==> src/design/wkd_pkg.sv <==
/*
 * Package of the wake input detector: register map, field layout, filter timing and carriers.
 * Assumes a 10 MHz core clock and 32-bit APB register access.
 */
package wkd_pkg;
    localparam int CLK_HZ = 10_000_000;
    localparam int SHORT_FILTER_TIME_US = 16;
    localparam int LONG_FILTER_TIME_US = 64;
    localparam int SHORT_FILTER_CYC = (SHORT_FILTER_TIME_US * CLK_HZ + 999_999) / 1_000_000;
    localparam int LONG_FILTER_CYC = (LONG_FILTER_TIME_US * CLK_HZ + 999_999) / 1_000_000;

    // Register byte offsets
    localparam logic [7:0] OFS_WAKE_ENABLE = 8'h00;
    localparam logic [7:0] OFS_SOURCE_STAT = 8'h04;
    localparam logic [7:0] OFS_ALT_STAT = 8'h08;
    localparam logic [7:0] OFS_LEVEL_STAT = 8'h0c;
    localparam logic [7:0] OFS_BIAS_CFG = 8'h10;
    localparam logic [7:0] OFS_DETECT_CFG = 8'h14;
    localparam logic [7:0] OFS_MEAS_CTRL = 8'h18;
    localparam logic [7:0] OFS_IRQ_MASK = 8'h1c;

    // Field positions
    localparam int MEAS_EN_BIT = 0;
    localparam int ALT_WAKE_BIT = 1;
    localparam int SLEEP_FAIL_BIT = 2;

    // Reset values
    localparam logic [2:0] WAKE_ENABLE_RST = 3'h0;
    localparam logic [5:0] BIAS_CFG_RST = 6'h00;
    localparam logic [5:0] DETECT_CFG_RST = 6'h00;
    localparam logic [4:0] IRQ_MASK_RST = 5'h00;

    // Detection field codes
    localparam logic [1:0] DET_STATIC_SHORT = 2'h0;
    localparam logic [1:0] DET_STATIC_LONG = 2'h1;
    localparam logic [1:0] DET_CYCLIC_A = 2'h2;
    localparam logic [1:0] DET_CYCLIC_B = 2'h3;

    // Bias field codes
    localparam logic [1:0] BIAS_NONE = 2'h0;
    localparam logic [1:0] BIAS_DOWN = 2'h1;
    localparam logic [1:0] BIAS_UP = 2'h2;
    localparam logic [1:0] BIAS_AUTO = 2'h3;

    typedef enum logic [1:0] {
        WKD_NORMAL,
        WKD_STOP,
        WKD_SLEEP,
        WKD_FAILSAFE
    } wkd_mode_e;

    typedef struct packed {
        logic [2:0] pull_up;
        logic [2:0] pull_down;
    } wkd_bias_s;
endpackage

==> src/design/wkd_filter.sv <==
/*
 * One wake pin channel: two-flop synchroniser, edge detect and deglitch counter.
 * Assumes the gate input is stable; pin is asynchronous to the core clock.
 */
`timescale 1ns/1ps
`default_nettype none
module wkd_filter #(
    parameter int CNT_W = 10
) (
    input wire logic CLOCK,
    input wire logic RSTN,
    input wire logic PIN,
    input wire logic ACTIVE,
    input wire logic [CNT_W-1:0] LIMIT,
    output logic LEVEL,
    output logic EVENT
);
    logic meta_reg;
    logic sync_reg;
    logic stable_reg;
    logic run_reg;
    logic [CNT_W-1:0] cnt_reg;
    logic event_reg;

    wire crossed = sync_reg != stable_reg;
    wire expired = run_reg && (cnt_reg + 1'b1 >= LIMIT);

    // Synchroniser first stage feeds only the second stage
    always_ff @(posedge CLOCK or negedge RSTN) begin
        if (!RSTN) begin
            meta_reg <= 1'b0;
            sync_reg <= 1'b0;
        end else begin
            meta_reg <= PIN;
            sync_reg <= meta_reg;
        end
    end

    // Any crossing starts the timer; crossing back aborts it
    always_ff @(posedge CLOCK or negedge RSTN) begin
        if (!RSTN) begin
            stable_reg <= 1'b0;
            run_reg <= 1'b0;
            cnt_reg <= '0;
            event_reg <= 1'b0;
        end else begin
            event_reg <= 1'b0;
            if (!ACTIVE) begin
                run_reg <= 1'b0;
                cnt_reg <= '0;
            end else if (!run_reg && crossed) begin
                run_reg <= 1'b1;
                cnt_reg <= '0;
            end else if (run_reg && !crossed) begin
                run_reg <= 1'b0;
            end else if (expired) begin
                run_reg <= 1'b0;
                stable_reg <= sync_reg;
                event_reg <= 1'b1;
            end else if (run_reg) begin
                cnt_reg <= cnt_reg + 1'b1;
            end
        end
    end

    assign LEVEL = stable_reg;
    assign EVENT = event_reg;

    property p_filter_hold;
        @(posedge CLOCK) disable iff (!RSTN)
        event_reg |-> $past(run_reg, 2);
    endproperty
    a_filter_hold: assert property (p_filter_hold) else $error("event without running filter");
endmodule
`default_nettype wire

==> src/design/wkd_top.sv <==
/*
 * Wake input detector top: three wake pins, two alternate wake inputs, APB registers,
 * bias control, measurement switch gating, sticky status with one interrupt.
 * Assumes mode, cyclic windows and sleep requests come from the device state machine.
 */
// Local design decisions: the register offsets and the APB interface to the registers.
`timescale 1ns/1ps
`default_nettype none

module wkd_top
    import wkd_pkg::*;
#(
    parameter int NUM_PINS = 3,
    parameter int NUM_ALT = 2
) (
    input wire logic CLOCK,
    input wire logic RSTN,
    input wire logic PSEL,
    input wire logic PENABLE,
    input wire logic PWRITE,
    input wire logic [7:0] PADDR,
    input wire logic [31:0] PWDATA,
    output logic [31:0] PRDATA,
    output logic PREADY,
    output logic PSLVERR,
    input wire logic [NUM_PINS-1:0] WAKE_PIN,
    input wire logic [NUM_ALT-1:0] FAIL_OUTPUTS_ALT_WAKE,
    input wire wkd_pkg::wkd_mode_e MODE,
    input wire logic [1:0] CYCLIC_WINDOW,
    input wire logic SLEEP_REQUEST,
    output wkd_pkg::wkd_bias_s BIAS,
    output logic MEASURE_SWITCH,
    output logic WAKE_UP,
    output logic RESTART_REQUEST,
    output logic IRQ
);
    import wkd_pkg::*;

    localparam int CNT_W = 10;
    localparam int NSTAT = NUM_PINS + NUM_ALT;

    initial begin
        if (NUM_PINS != 3 || NUM_ALT != 2) begin
            $error("wkd_top supports exactly three wake pins and two alternate inputs");
        end
    end

    // ------------------------------------------------------------
    // Registers
    // ------------------------------------------------------------
    logic [NUM_PINS-1:0] wake_enable_reg;
    logic [5:0] bias_current_config_reg;
    logic [5:0] detect_filter_config_reg;
    logic [1:0] meas_ctrl_reg;
    logic sleep_fail_reg;
    logic [NUM_PINS-1:0] wake_source_status_reg;
    logic [NUM_ALT-1:0] alt_wake_source_status_reg;
    logic [NUM_PINS-1:0] pin_level_status_reg;
    logic [NSTAT-1:0] irq_mask_reg;
    logic [31:0] prdata_reg;
    logic pready_reg;
    logic pslverr_reg;
    wkd_bias_s bias_reg;
    logic meas_switch_reg;
    logic wake_up_reg;
    logic restart_reg;
    logic irq_reg;

    function automatic logic [1:0] field2(input logic [5:0] v, input int idx);
        field2 = v[2*idx +: 2];
    endfunction

    // ------------------------------------------------------------
    // APB decode
    // ------------------------------------------------------------
    wire setup = PSEL && !PENABLE;
    wire access = PSEL && PENABLE && pready_reg;
    wire wr = access && PWRITE;
    wire addr_ok = (PADDR[1:0] == 2'h0) && (PADDR <= OFS_IRQ_MASK);
    wire wr_en = wr && addr_ok && PADDR == OFS_WAKE_ENABLE;
    wire wr_src = wr && addr_ok && PADDR == OFS_SOURCE_STAT;
    wire wr_alt = wr && addr_ok && PADDR == OFS_ALT_STAT;
    wire wr_bias = wr && addr_ok && PADDR == OFS_BIAS_CFG;
    wire wr_det = wr && addr_ok && PADDR == OFS_DETECT_CFG;
    wire wr_meas = wr && addr_ok && PADDR == OFS_MEAS_CTRL;
    wire wr_mask = wr && addr_ok && PADDR == OFS_IRQ_MASK;

    wire meas_on = meas_ctrl_reg[MEAS_EN_BIT];
    wire alt_on = meas_ctrl_reg[ALT_WAKE_BIT];
    wire normal_mode = MODE == WKD_NORMAL;
    wire level_mode = MODE == WKD_NORMAL || MODE == WKD_STOP;

    // ------------------------------------------------------------
    // Per-pin channels
    // ------------------------------------------------------------
    logic [NUM_PINS-1:0] pin_level;
    logic [NUM_PINS-1:0] pin_event;
    logic [NUM_PINS-1:0] pin_gated;
    logic [NUM_PINS-1:0] pin_active;
    logic [NUM_PINS-1:0] pin_cyclic;
    logic [NUM_ALT-1:0] alt_event;
    logic [NUM_PINS-1:0] bias_up_next;
    logic [NUM_PINS-1:0] bias_down_next;

    genvar g;
    generate
        for (g = 0; g < NUM_PINS; g++) begin : g_pin
            wire [1:0] det = field2(detect_filter_config_reg, g);
            wire [1:0] bsel = field2(bias_current_config_reg, g);
            wire [CNT_W-1:0] limit = (det == DET_STATIC_LONG) ? CNT_W'(LONG_FILTER_CYC)
                                                                : CNT_W'(SHORT_FILTER_CYC);
            assign pin_gated[g] = (g < 2) && meas_on;
            assign pin_cyclic[g] = det[1];
            assign pin_active[g] = !pin_gated[g] &&
                (!det[1] || (det[0] ? CYCLIC_WINDOW[1] : CYCLIC_WINDOW[0]));
            assign bias_up_next[g] = !pin_gated[g] &&
                (bsel == BIAS_UP || (bsel == BIAS_AUTO && pin_level[g]));
            assign bias_down_next[g] = !pin_gated[g] &&
                (bsel == BIAS_DOWN || (bsel == BIAS_AUTO && !pin_level[g]));
            wkd_filter #(.CNT_W(CNT_W)) u_filt (
                .CLOCK(CLOCK),
                .RSTN(RSTN),
                .PIN(WAKE_PIN[g]),
                .ACTIVE(pin_active[g]),
                .LIMIT(limit),
                .LEVEL(pin_level[g]),
                .EVENT(pin_event[g])
            );
        end
        for (g = 0; g < NUM_ALT; g++) begin : g_alt
            wkd_filter #(.CNT_W(CNT_W)) u_filt (
                .CLOCK(CLOCK),
                .RSTN(RSTN),
                .PIN(FAIL_OUTPUTS_ALT_WAKE[g]),
                .ACTIVE(alt_on),
                .LIMIT(CNT_W'(SHORT_FILTER_CYC)),
                .LEVEL(),
                .EVENT(alt_event[g])
            );
        end
    endgenerate

    // Only enabled, ungated pins count as wake sources
    wire [NUM_PINS-1:0] src_set = pin_event & wake_enable_reg & ~pin_gated;
    wire [NUM_ALT-1:0] alt_set = alt_event;
    wire [NSTAT-1:0] status_all = {alt_wake_source_status_reg, wake_source_status_reg};
    wire any_wake = |src_set || |alt_set;
    wire low_power = MODE == WKD_SLEEP || MODE == WKD_FAILSAFE;
    wire only12 = meas_on && (wake_enable_reg[2] == 1'b0) && |wake_enable_reg[1:0] && !alt_on;
    wire sleep_fail = SLEEP_REQUEST && only12;

    // Level shown live in static sense in normal and stop modes; cyclic keeps the last in-window sample
    wire [NUM_PINS-1:0] lvl_upd = {NUM_PINS{level_mode}} & ~pin_gated & (~pin_cyclic | pin_active);

    // ------------------------------------------------------------
    // Register writes and status
    // ------------------------------------------------------------
    always_ff @(posedge CLOCK or negedge RSTN) begin
        if (!RSTN) begin
            wake_enable_reg <= WAKE_ENABLE_RST;
            bias_current_config_reg <= BIAS_CFG_RST;
            detect_filter_config_reg <= DETECT_CFG_RST;
            meas_ctrl_reg <= 2'h0;
            irq_mask_reg <= IRQ_MASK_RST;
        end else begin
            // Settings of gated pins are still stored
            if (wr_en) wake_enable_reg <= PWDATA[NUM_PINS-1:0];
            if (wr_bias) bias_current_config_reg <= PWDATA[5:0];
            if (wr_det) detect_filter_config_reg <= PWDATA[5:0];
            if (wr_meas) meas_ctrl_reg <= PWDATA[1:0];
            if (wr_mask) irq_mask_reg <= PWDATA[NSTAT-1:0];
        end
    end

    // Set wins over a write-one-to-clear in the same cycle
    always_ff @(posedge CLOCK or negedge RSTN) begin
        if (!RSTN) begin
            wake_source_status_reg <= '0;
            alt_wake_source_status_reg <= '0;
            sleep_fail_reg <= 1'b0;
            pin_level_status_reg <= '0;
        end else begin
            wake_source_status_reg <= (wake_source_status_reg &
                ~(wr_src ? PWDATA[NUM_PINS-1:0] : '0)) | src_set;
            alt_wake_source_status_reg <= (alt_wake_source_status_reg &
                ~(wr_alt ? PWDATA[NUM_ALT-1:0] : '0)) | alt_set;
            sleep_fail_reg <= (sleep_fail_reg &
                ~(wr_meas && PWDATA[SLEEP_FAIL_BIT])) | sleep_fail;
            pin_level_status_reg <= (pin_level_status_reg & ~lvl_upd) | (pin_level & lvl_upd);
        end
    end

    // ------------------------------------------------------------
    // Outputs
    // ------------------------------------------------------------
    always_ff @(posedge CLOCK or negedge RSTN) begin
        if (!RSTN) begin
            bias_reg <= '0;
            meas_switch_reg <= 1'b0;
            wake_up_reg <= 1'b0;
            restart_reg <= 1'b0;
            irq_reg <= 1'b0;
        end else begin
            bias_reg <= '{pull_up: bias_up_next, pull_down: bias_down_next};
            meas_switch_reg <= meas_on && normal_mode;
            wake_up_reg <= any_wake && low_power;
            restart_reg <= sleep_fail;
            // A set mask bit hides its status bit from the interrupt line
            irq_reg <= |(status_all & ~irq_mask_reg) && !low_power;
        end
    end

    // ------------------------------------------------------------
    // APB answer: no wait state, error on unmapped address
    // ------------------------------------------------------------
    logic [31:0] rd_mux;
    always_comb begin
        rd_mux = 32'h0;
        unique case (PADDR)
            OFS_WAKE_ENABLE: rd_mux[NUM_PINS-1:0] = wake_enable_reg;
            OFS_SOURCE_STAT: rd_mux[NUM_PINS-1:0] = wake_source_status_reg;
            OFS_ALT_STAT: rd_mux[NUM_ALT-1:0] = alt_wake_source_status_reg;
            OFS_LEVEL_STAT: rd_mux[NUM_PINS-1:0] = pin_level_status_reg;
            OFS_BIAS_CFG: rd_mux[5:0] = bias_current_config_reg;
            OFS_DETECT_CFG: rd_mux[5:0] = detect_filter_config_reg;
            OFS_MEAS_CTRL: rd_mux[2:0] = {sleep_fail_reg, meas_ctrl_reg};
            OFS_IRQ_MASK: rd_mux[NSTAT-1:0] = irq_mask_reg;
            default: rd_mux = 32'h0;
        endcase
    end

    always_ff @(posedge CLOCK or negedge RSTN) begin
        if (!RSTN) begin
            pready_reg <= 1'b0;
            prdata_reg <= 32'h0;
            pslverr_reg <= 1'b0;
        end else begin
            pready_reg <= setup;
            pslverr_reg <= setup && !addr_ok;
            prdata_reg <= (setup && addr_ok && !PWRITE) ? rd_mux : 32'h0;
        end
    end

    assign PRDATA = prdata_reg;
    assign PREADY = pready_reg;
    assign PSLVERR = pslverr_reg;
    assign BIAS = bias_reg;
    assign MEASURE_SWITCH = meas_switch_reg;
    assign WAKE_UP = wake_up_reg;
    assign RESTART_REQUEST = restart_reg;
    assign IRQ = irq_reg;

    // ------------------------------------------------------------
    // Checks
    // ------------------------------------------------------------
    property p_switch_normal;
        @(posedge CLOCK) disable iff (!RSTN)
        MEASURE_SWITCH |-> $past(MODE) == WKD_NORMAL && $past(meas_on);
    endproperty
    a_switch_normal: assert property (p_switch_normal) else $error("switch closed outside normal");

    property p_switch_closes;
        @(posedge CLOCK) disable iff (!RSTN)
        (meas_on && normal_mode) |=> MEASURE_SWITCH;
    endproperty
    a_switch_closes: assert property (p_switch_closes) else $error("switch failed to close");

    property p_gated_bias;
        @(posedge CLOCK) disable iff (!RSTN)
        meas_on |=> (BIAS.pull_up[1:0] == 2'h0 && BIAS.pull_down[1:0] == 2'h0);
    endproperty
    a_gated_bias: assert property (p_gated_bias) else $error("bias active on measured pins");

    property p_gated_status;
        @(posedge CLOCK) disable iff (!RSTN)
        (meas_on && !wr_src) |=> wake_source_status_reg[1:0] == $past(wake_source_status_reg[1:0]);
    endproperty
    a_gated_status: assert property (p_gated_status) else $error("gated pin status moved");

    property p_source_set;
        @(posedge CLOCK) disable iff (!RSTN)
        (pin_event[2] && wake_enable_reg[2]) |=> wake_source_status_reg[2];
    endproperty
    a_source_set: assert property (p_source_set) else $error("wake source not recorded");

    property p_disabled_pin;
        @(posedge CLOCK) disable iff (!RSTN)
        (!wake_enable_reg[2] && !wake_source_status_reg[2]) |=> !wake_source_status_reg[2];
    endproperty
    a_disabled_pin: assert property (p_disabled_pin) else $error("disabled pin woke device");

    property p_wake_low_power;
        @(posedge CLOCK) disable iff (!RSTN)
        WAKE_UP |-> $past(low_power) && $past(any_wake);
    endproperty
    a_wake_low_power: assert property (p_wake_low_power) else $error("wake outside sleep or fail-safe");

    property p_sleep_fail;
        @(posedge CLOCK) disable iff (!RSTN)
        sleep_fail |=> RESTART_REQUEST && sleep_fail_reg;
    endproperty
    a_sleep_fail: assert property (p_sleep_fail) else $error("sleep failure not flagged");

    property p_auto_bias;
        @(posedge CLOCK) disable iff (!RSTN)
        (field2(bias_current_config_reg, 2) == BIAS_AUTO) |=> BIAS.pull_up[2] == $past(pin_level[2]);
    endproperty
    a_auto_bias: assert property (p_auto_bias) else $error("auto bias mismatch");
endmodule
`default_nettype wire

==> config.mk <==
export PLATFORM = sky130hd
export DESIGN_NAME = wkd_top
export DESIGN_NICKNAME = d
export VERILOG_FILES = /design/src/design/wkd_pkg.sv /design/src/design/wkd_filter.sv /design/src/design/wkd_top.sv
export SDC_FILE = /design/constraint.sdc
export NUM_CORES = 1
export LEC_CHECK = 0
export ABC_AREA = 1
export BUFFER_PORTS_ARGS = -buffer_cell sky130_fd_sc_hd__buf_4
export CAP_MARGIN = 20
export CORE_UTILIZATION = 55
export DETAILED_ROUTE_END_ITERATION = 8
export HOLD_SLACK_MARGIN = 0.12
export PLACE_DENSITY_LB_ADDON = 0.15
export REMOVE_ABC_BUFFERS = 1
export SETUP_SLACK_MARGIN = 0.15
export SKIP_CTS_REPAIR_TIMING = 1
export SYNTH_ARGS = -nofsm -noshare
export SYNTH_HDL_FRONTEND = slang
export SYNTH_HIERARCHICAL = 1
export SYNTH_SLANG_ARGS = --single-unit
export TNS_END_PERCENT = 50
==> constraint.sdc <==
create_clock -name CLOCK -period 3.62 [get_ports CLOCK]
set_input_delay 0.362 -clock CLOCK [delete_from_list [all_inputs] [get_ports CLOCK]]
set_output_delay 0.362 -clock CLOCK [all_outputs]
set_load 0.05 [all_outputs]
# Yosys cells after proc, flatten, opt, wreduce, memory -nomap -nowiden
# Index checks and enable logic that the tools add are counted.
[op_classes] add_sub_neg=5 mul=0 div_mod_pow=0 order_cmp=6 n_eq_ne=47 shifts=0 mux=78 n_bitwise=33 n_reduce_logical=102
[ops] operator="$mux W10" count=28
[ops] operator="$logic_and A1 B1 Y1" count=51
[ops] operator="$add A10 B1 Y10 const B" count=5
[ops] operator="$mux W1" count=43
[ops] operator="$ne A3 B3 Y1 const B" count=11
[ops] operator="$eq A8 B5 Y1 const B" count=4
[ops] operator="$ge A10 B10 Y1" count=3
[ops] operator="$logic_not A1 Y1" count=22
[ops] operator="$and A3 B3 Y3" count=7
[ops] operator="$ge A10 B8 Y1 const B" count=2
[ops] operator="$reduce_and A4 Y1" count=5
[ops] operator="$eq A2 B2 Y1 const B" count=8
[ops] operator="$eq A8 B4 Y1 const B" count=2
[ops] operator="$pmux W2 S8" count=1
[ops] operator="$reduce_and A3 Y1" count=5
[ops] operator="$eq A2 B1 Y1 const B" count=7
[ops] operator="$logic_or A1 B1 Y1" count=12
[ops] operator="$ne A4 B4 Y1 const B" count=3
[ops] operator="$not A1 Y1" count=12
[ops] operator="$not A3 Y3" count=3
[ops] operator="$or A3 B3 Y3" count=3
[ops] operator="$eq A8 B3 Y1 const B" count=1
[ops] operator="$le A8 B5 Y1 const B" count=1
[ops] operator="$logic_not A8 Y1" count=1
[ops] operator="other kinds (22)" count=31
[totals] register_bits=124 latch_bits=0 mem_bits_rw=0 romBits=0 in_bits=55 output_inout_bits=44 elab_cells=319 n_memories=0

# Logic depth before layout (Yosys ltp)
[depth] word_depth=9 ltp_mapped=16 depth_no_buf=16

# Modules after synthesis
# The synthesis kept the hierarchy.
[by_module_without_submodules] module="wkd_filter at g_alt[0].u_filt ..." n_inst=3 cells_each=160 area_each_um2=1164.9 seq_area_each_um2=375.4
[by_module_without_submodules] module="wkd_top" n_inst=1 cells_each=317 area_each_um2=2618.8 seq_area_each_um2=1226.2
[by_module_without_submodules] module="wkd_filter at g_pin[0].u_filt" n_inst=1 cells_each=157 area_each_um2=1186.1 seq_area_each_um2=375.4
[by_module_without_submodules] module="wkd_filter at g_pin[2].u_filt" n_inst=1 cells_each=156 area_each_um2=1184.9 seq_area_each_um2=375.4

# Least setup slack after synthesis
# Ideal clock, no wire load.
[synth_path] kind="reg-to-reg" startpoint="register g_pin[2].u_filt.cnt_reg[0]" endpoint="register g_pin[2].u_filt.cnt_reg[1]" setup_time_ns=0.117 arrival_time_ns=2.041 required_time_ns=3.503 path_slack_ns=1.462 stages_incl_launch_ff=16 path_buffers=1 synth_period_minus_slack_ns=2.158 cell_sequence="dfrtp_1 ha_1 nand2_2 nor2_2 nand2_1 xor2_1 clkinv_2 ha_1 nand2_1 nor2_2 nand3_1 nand3_2 nand2_2 buf_6 nand4_1 nand2_1"
[synth_via] elab_chain_len=6 word_cells_on_any_way=10 classes_between="add/sub: 1; order compare: 1; eq/ne: 1; mux: 5; reduce/logical: 2"
[synth_rtl] element="start, declared" line_no="wkd_filter.sv:22" source="logic [CNT_W-1:0] cnt_reg;"
[synth_rtl] element="start signal, assigned" line_no="wkd_filter.sv:61" source="cnt_reg <= cnt_reg + 1'b1;"
[synth_rtl] element="$add A10 B1 Y10 (*)" line_no="wkd_filter.sv:26, wkd_filter.sv:61"
[synth_rtl] element="parallel branches: the longest is 5 deep, another holds $ge A10 B10 Y1"
# Mark *: on every way between the ends. The select of a mux whose other input is x is not followed.
# A chain may end at the register's enable or synchronous reset.

# Worst setup path after layout
[layout_path] startpoint="register g_pin[1].u_filt.cnt_reg[0]" endpoint="register g_pin[1].u_filt.stable_reg"
[layout_via] elab_chain_len=4
[layout_rtl] element="start, declared" line_no="wkd_filter.sv:22"
[layout_rtl] element="start signal, assigned" line_no="wkd_filter.sv:61"
[layout_rtl] element="$add A10 B1 Y10" line_no="wkd_filter.sv:26" source="wire expired = run_reg && (cnt_reg + 1'b1 >= LIMIT);"
[layout_rtl] element="$ge A10 B10 Y1" line_no="wkd_filter.sv:26"
[layout_rtl] element="$logic_and A1 B1 Y1" line_no="wkd_filter.sv:26"
[layout_rtl] element="$reduce_and A4 Y1 (no source line)"
[layout_rtl] element="end signal, assigned" line_no="wkd_filter.sv:58" source="stable_reg <= sync_reg;"
[layout_rtl] element="end, declared" line_no="wkd_filter.sv:20" source="logic stable_reg;"
# Every way passes these cells.

==> metrics <==
critical path class reg -> reg; buffer depth of the longest clock path 2; final hold viol count 0; most used cell, CP nand2_1; CTS tree done; count of nets after finishing 1335; initial antenna violation count 0; CTS Root Cell clkbuf_16; RSZ-0062 raised after global routing false; Psw 1.26 mW; status completed; Critical Path RT 3.92 ns; CP Capture Type register; largest net degree at the start of global routing 113; peak supply drop 0.000378 V; Leakage 5.43 nW; Placer Congestion 0.836; total wire length 17.1 mm; Ys Warns 6; vias per cell 4.93; Worst Skew 0.00744 ns; number of CTS-inserted buffers 17; Inst Count DP 1370; Clock Sinks 124; startpoint type of the worst setup path register; minimum clock period 2.51 ns; Synth Cell Area 0.00848 mm2; Fmax 398 MHz; hold path cells 2; HP Start MODE[1]; die width 126 um; Post-DRT Antenna Nets 0; RR Startpoint g_pin[1].u_filt/cnt_reg[0]; Main synth FF type dfrtp_1; Crit Path Max Fanout 13; top cells by area, synth dfrtp_1, nand2_1, ha_1; vias 6954; H-tree levels 4; Power Density 425 mW/mm2; Final Cell Area 0.00972 mm2; most frequent cell after synthesis nand2_1; vias in the first global route 6314; Cells after Synth 1110; placed cell areas 0.00899 mm2; crit share post-route 69.4%; P&R area growth vs syn 14.5%; post-DR wirelength/cell 12.1 um; Worst Hold Class in -> reg; Post-route DRC 0; Clk pin slew, worst setup/hold paths 0.06 ns; Slowest-stage cell, CP dfrtp_1; Sequential Power Share 37.9%; Worst Hold Slack 0.130 ns; R2R cell count 14; share of layout cells above drive strength 1 14.0%; Fillers 1347; Final Max Slew Viols 0; DRT Pass-1 Iters 5; number of synthesized flops with an enable pin 0; first-pass GRT wire length 29.3 mm; ANT cells 0; max incr delay on CP 0.46 ns; clock latency on the worst-skew pair 0.42 ns; max_slew headroom 45.1%; R2R Setup Slk 1.11 ns; # setup viols final 0; Hold EP IRQ; Worst-Margin Slew 0.820 ns; Synth Register Bits 124; Async S/R FF share, synth 100%; sw frac 30.6%; Reg-to-Reg End g_pin[1].u_filt/LEVEL; max reg flops 30; clock share of power 43.2%; P_int 2.87 mW; Placeable Area 0.0151 mm2; max-cap violations 0; worst-path cell chain ha_1 -> nand2_1 -> nor2_1 -> nand3_1 -> nand2_1 -> inv_1 -> ha_1 -> nand2_1 -> nor2_1 -> nand3_1 -> nand3_2 -> nand2_2 -> o21ai_0 -> nand2_1; Initial Util 56.0%; top post-synthesis cells by count nand2_1, inv_1, dfrtp_1; Synth top area share 36.6%; setup TNS 0 ns; FP Rows 45; full die area 0.0159 mm2; CP Data Arrival Time 2.82 ns; DP HPWL 12.3 mm; sequential area share after synthesis 36.6%; die height 126 um; Comb pwr share 18.9%; mean post-synth cell area 7.64 um2; GRT overflow 0; fin cells 1411; area leader, netlist dfrtp_1; I/O pins 99; Starting DRT DRC Count 359; # port buffers 46; post-synth cell types 37; GRT Resource Usage Total 23.0%
[critical path, delay by kind of cell (launching register included)]
family	cells	cell delay (ns)
AND/OR/NAND/NOR	10	1.18
adder cells (fa/ha/maj)	2	0.49
flip-flops	1	0.46
AO/OA/AOI/OAI	1	0.21
buffers and inverters	1	0.05
[power groups by stage]
stage               clock network (mW)  logic (mW)  registers, mW
finish                            1.78       0.782           1.56
global route                      1.88       0.909           1.58
CTS                               1.82       0.779           1.56
detailed placement                   0       0.766           1.59
global placement                     0       0.749           1.58
floorplan                            0       0.566           1.57
[metrics by stage]
step                      util [%]  total power, mW  worst slack [ns]
after floorplan                  -             2.14              1.46
after detailed placement      59.4             2.35              1.12
after global routing          64.1             4.36             0.800
after global placement        59.4             2.33              1.17
final                         64.1             4.13              1.11
after CTS                     63.4             4.16              1.10
[placed cells by master, fill, tap and decap left out, drive strengths merged]
cell         count
a21boi           2
a21o             7
a21oi           19
a31oi            3
a41oi            1
and2             2
buf             49
bufinv           4
clkbuf          20
clkinv          13
clkinvlp         4
conb            70
dfrtp          124
dlygate4sd3      8
ha              70
inv            181
nand2          342
nand3           67
nand4           59
nor2            92
nor3             6
nor3b            1
o21ai           40
o221ai           1
o22ai            1
xnor2           11
xor2            26
[layer usage]
layer	part of all wire, %	global-route usage, %
met1	49	31.2
met2	46	36.7
met3	4.5	5.48
met5	0	0
met4	1.1	6.80
[cells by family after synthesis]
| group | count (synthesis) | share of synthesized area (%) |
|---|---|---|
| simple gates | 569 | 31.1 |
| buf+inv | 234 | 12.5 |
| flops | 124 | 36.6 |
| compound gates | 74 | 5.53 |
| fa+ha+maj | 70 | 10.3 |
| xor+xnor | 37 | 3.82 |
| other cells | 2 | 0.0885 |
[final cells by class]
cell class / count / area [um2] / share of cell area [%]
Clock inverter: 12 / 170 / 1.75
Sequential cell: 124 / 3100 / 31.9
Tap cell: 188 / 235 / 2.42
Clock buffer: 20 / 447 / 4.60
Multi-Input combinational cell: 820 / 4570 / 47.1
Timing Repair Buffer: 57 / 472 / 4.86
Inverter: 190 / 714 / 7.35
[worst max-delay path by stage]
stage	from	end	slack, ns	cells after the start
global placement	g_pin[1].u_filt/cnt_reg[0]	g_pin[1].u_filt/LEVEL	1.17	14
global route	g_pin[1].u_filt/cnt_reg[0]	g_pin[1].u_filt/LEVEL	0.80	14
CTS	g_pin[1].u_filt/cnt_reg[0]	g_pin[1].u_filt/LEVEL	1.10	14
finish	g_pin[1].u_filt/cnt_reg[0]	g_pin[1].u_filt/LEVEL	1.11	14
floorplan	g_pin[2].u_filt/cnt_reg[0]	g_pin[2].u_filt/LEVEL	1.46	14
detailed placement	g_alt[0].u_filt/cnt_reg[0]	g_alt[0].u_filt/LEVEL	1.12	14
No activity file was read; power rests on OpenSTA's default activity.
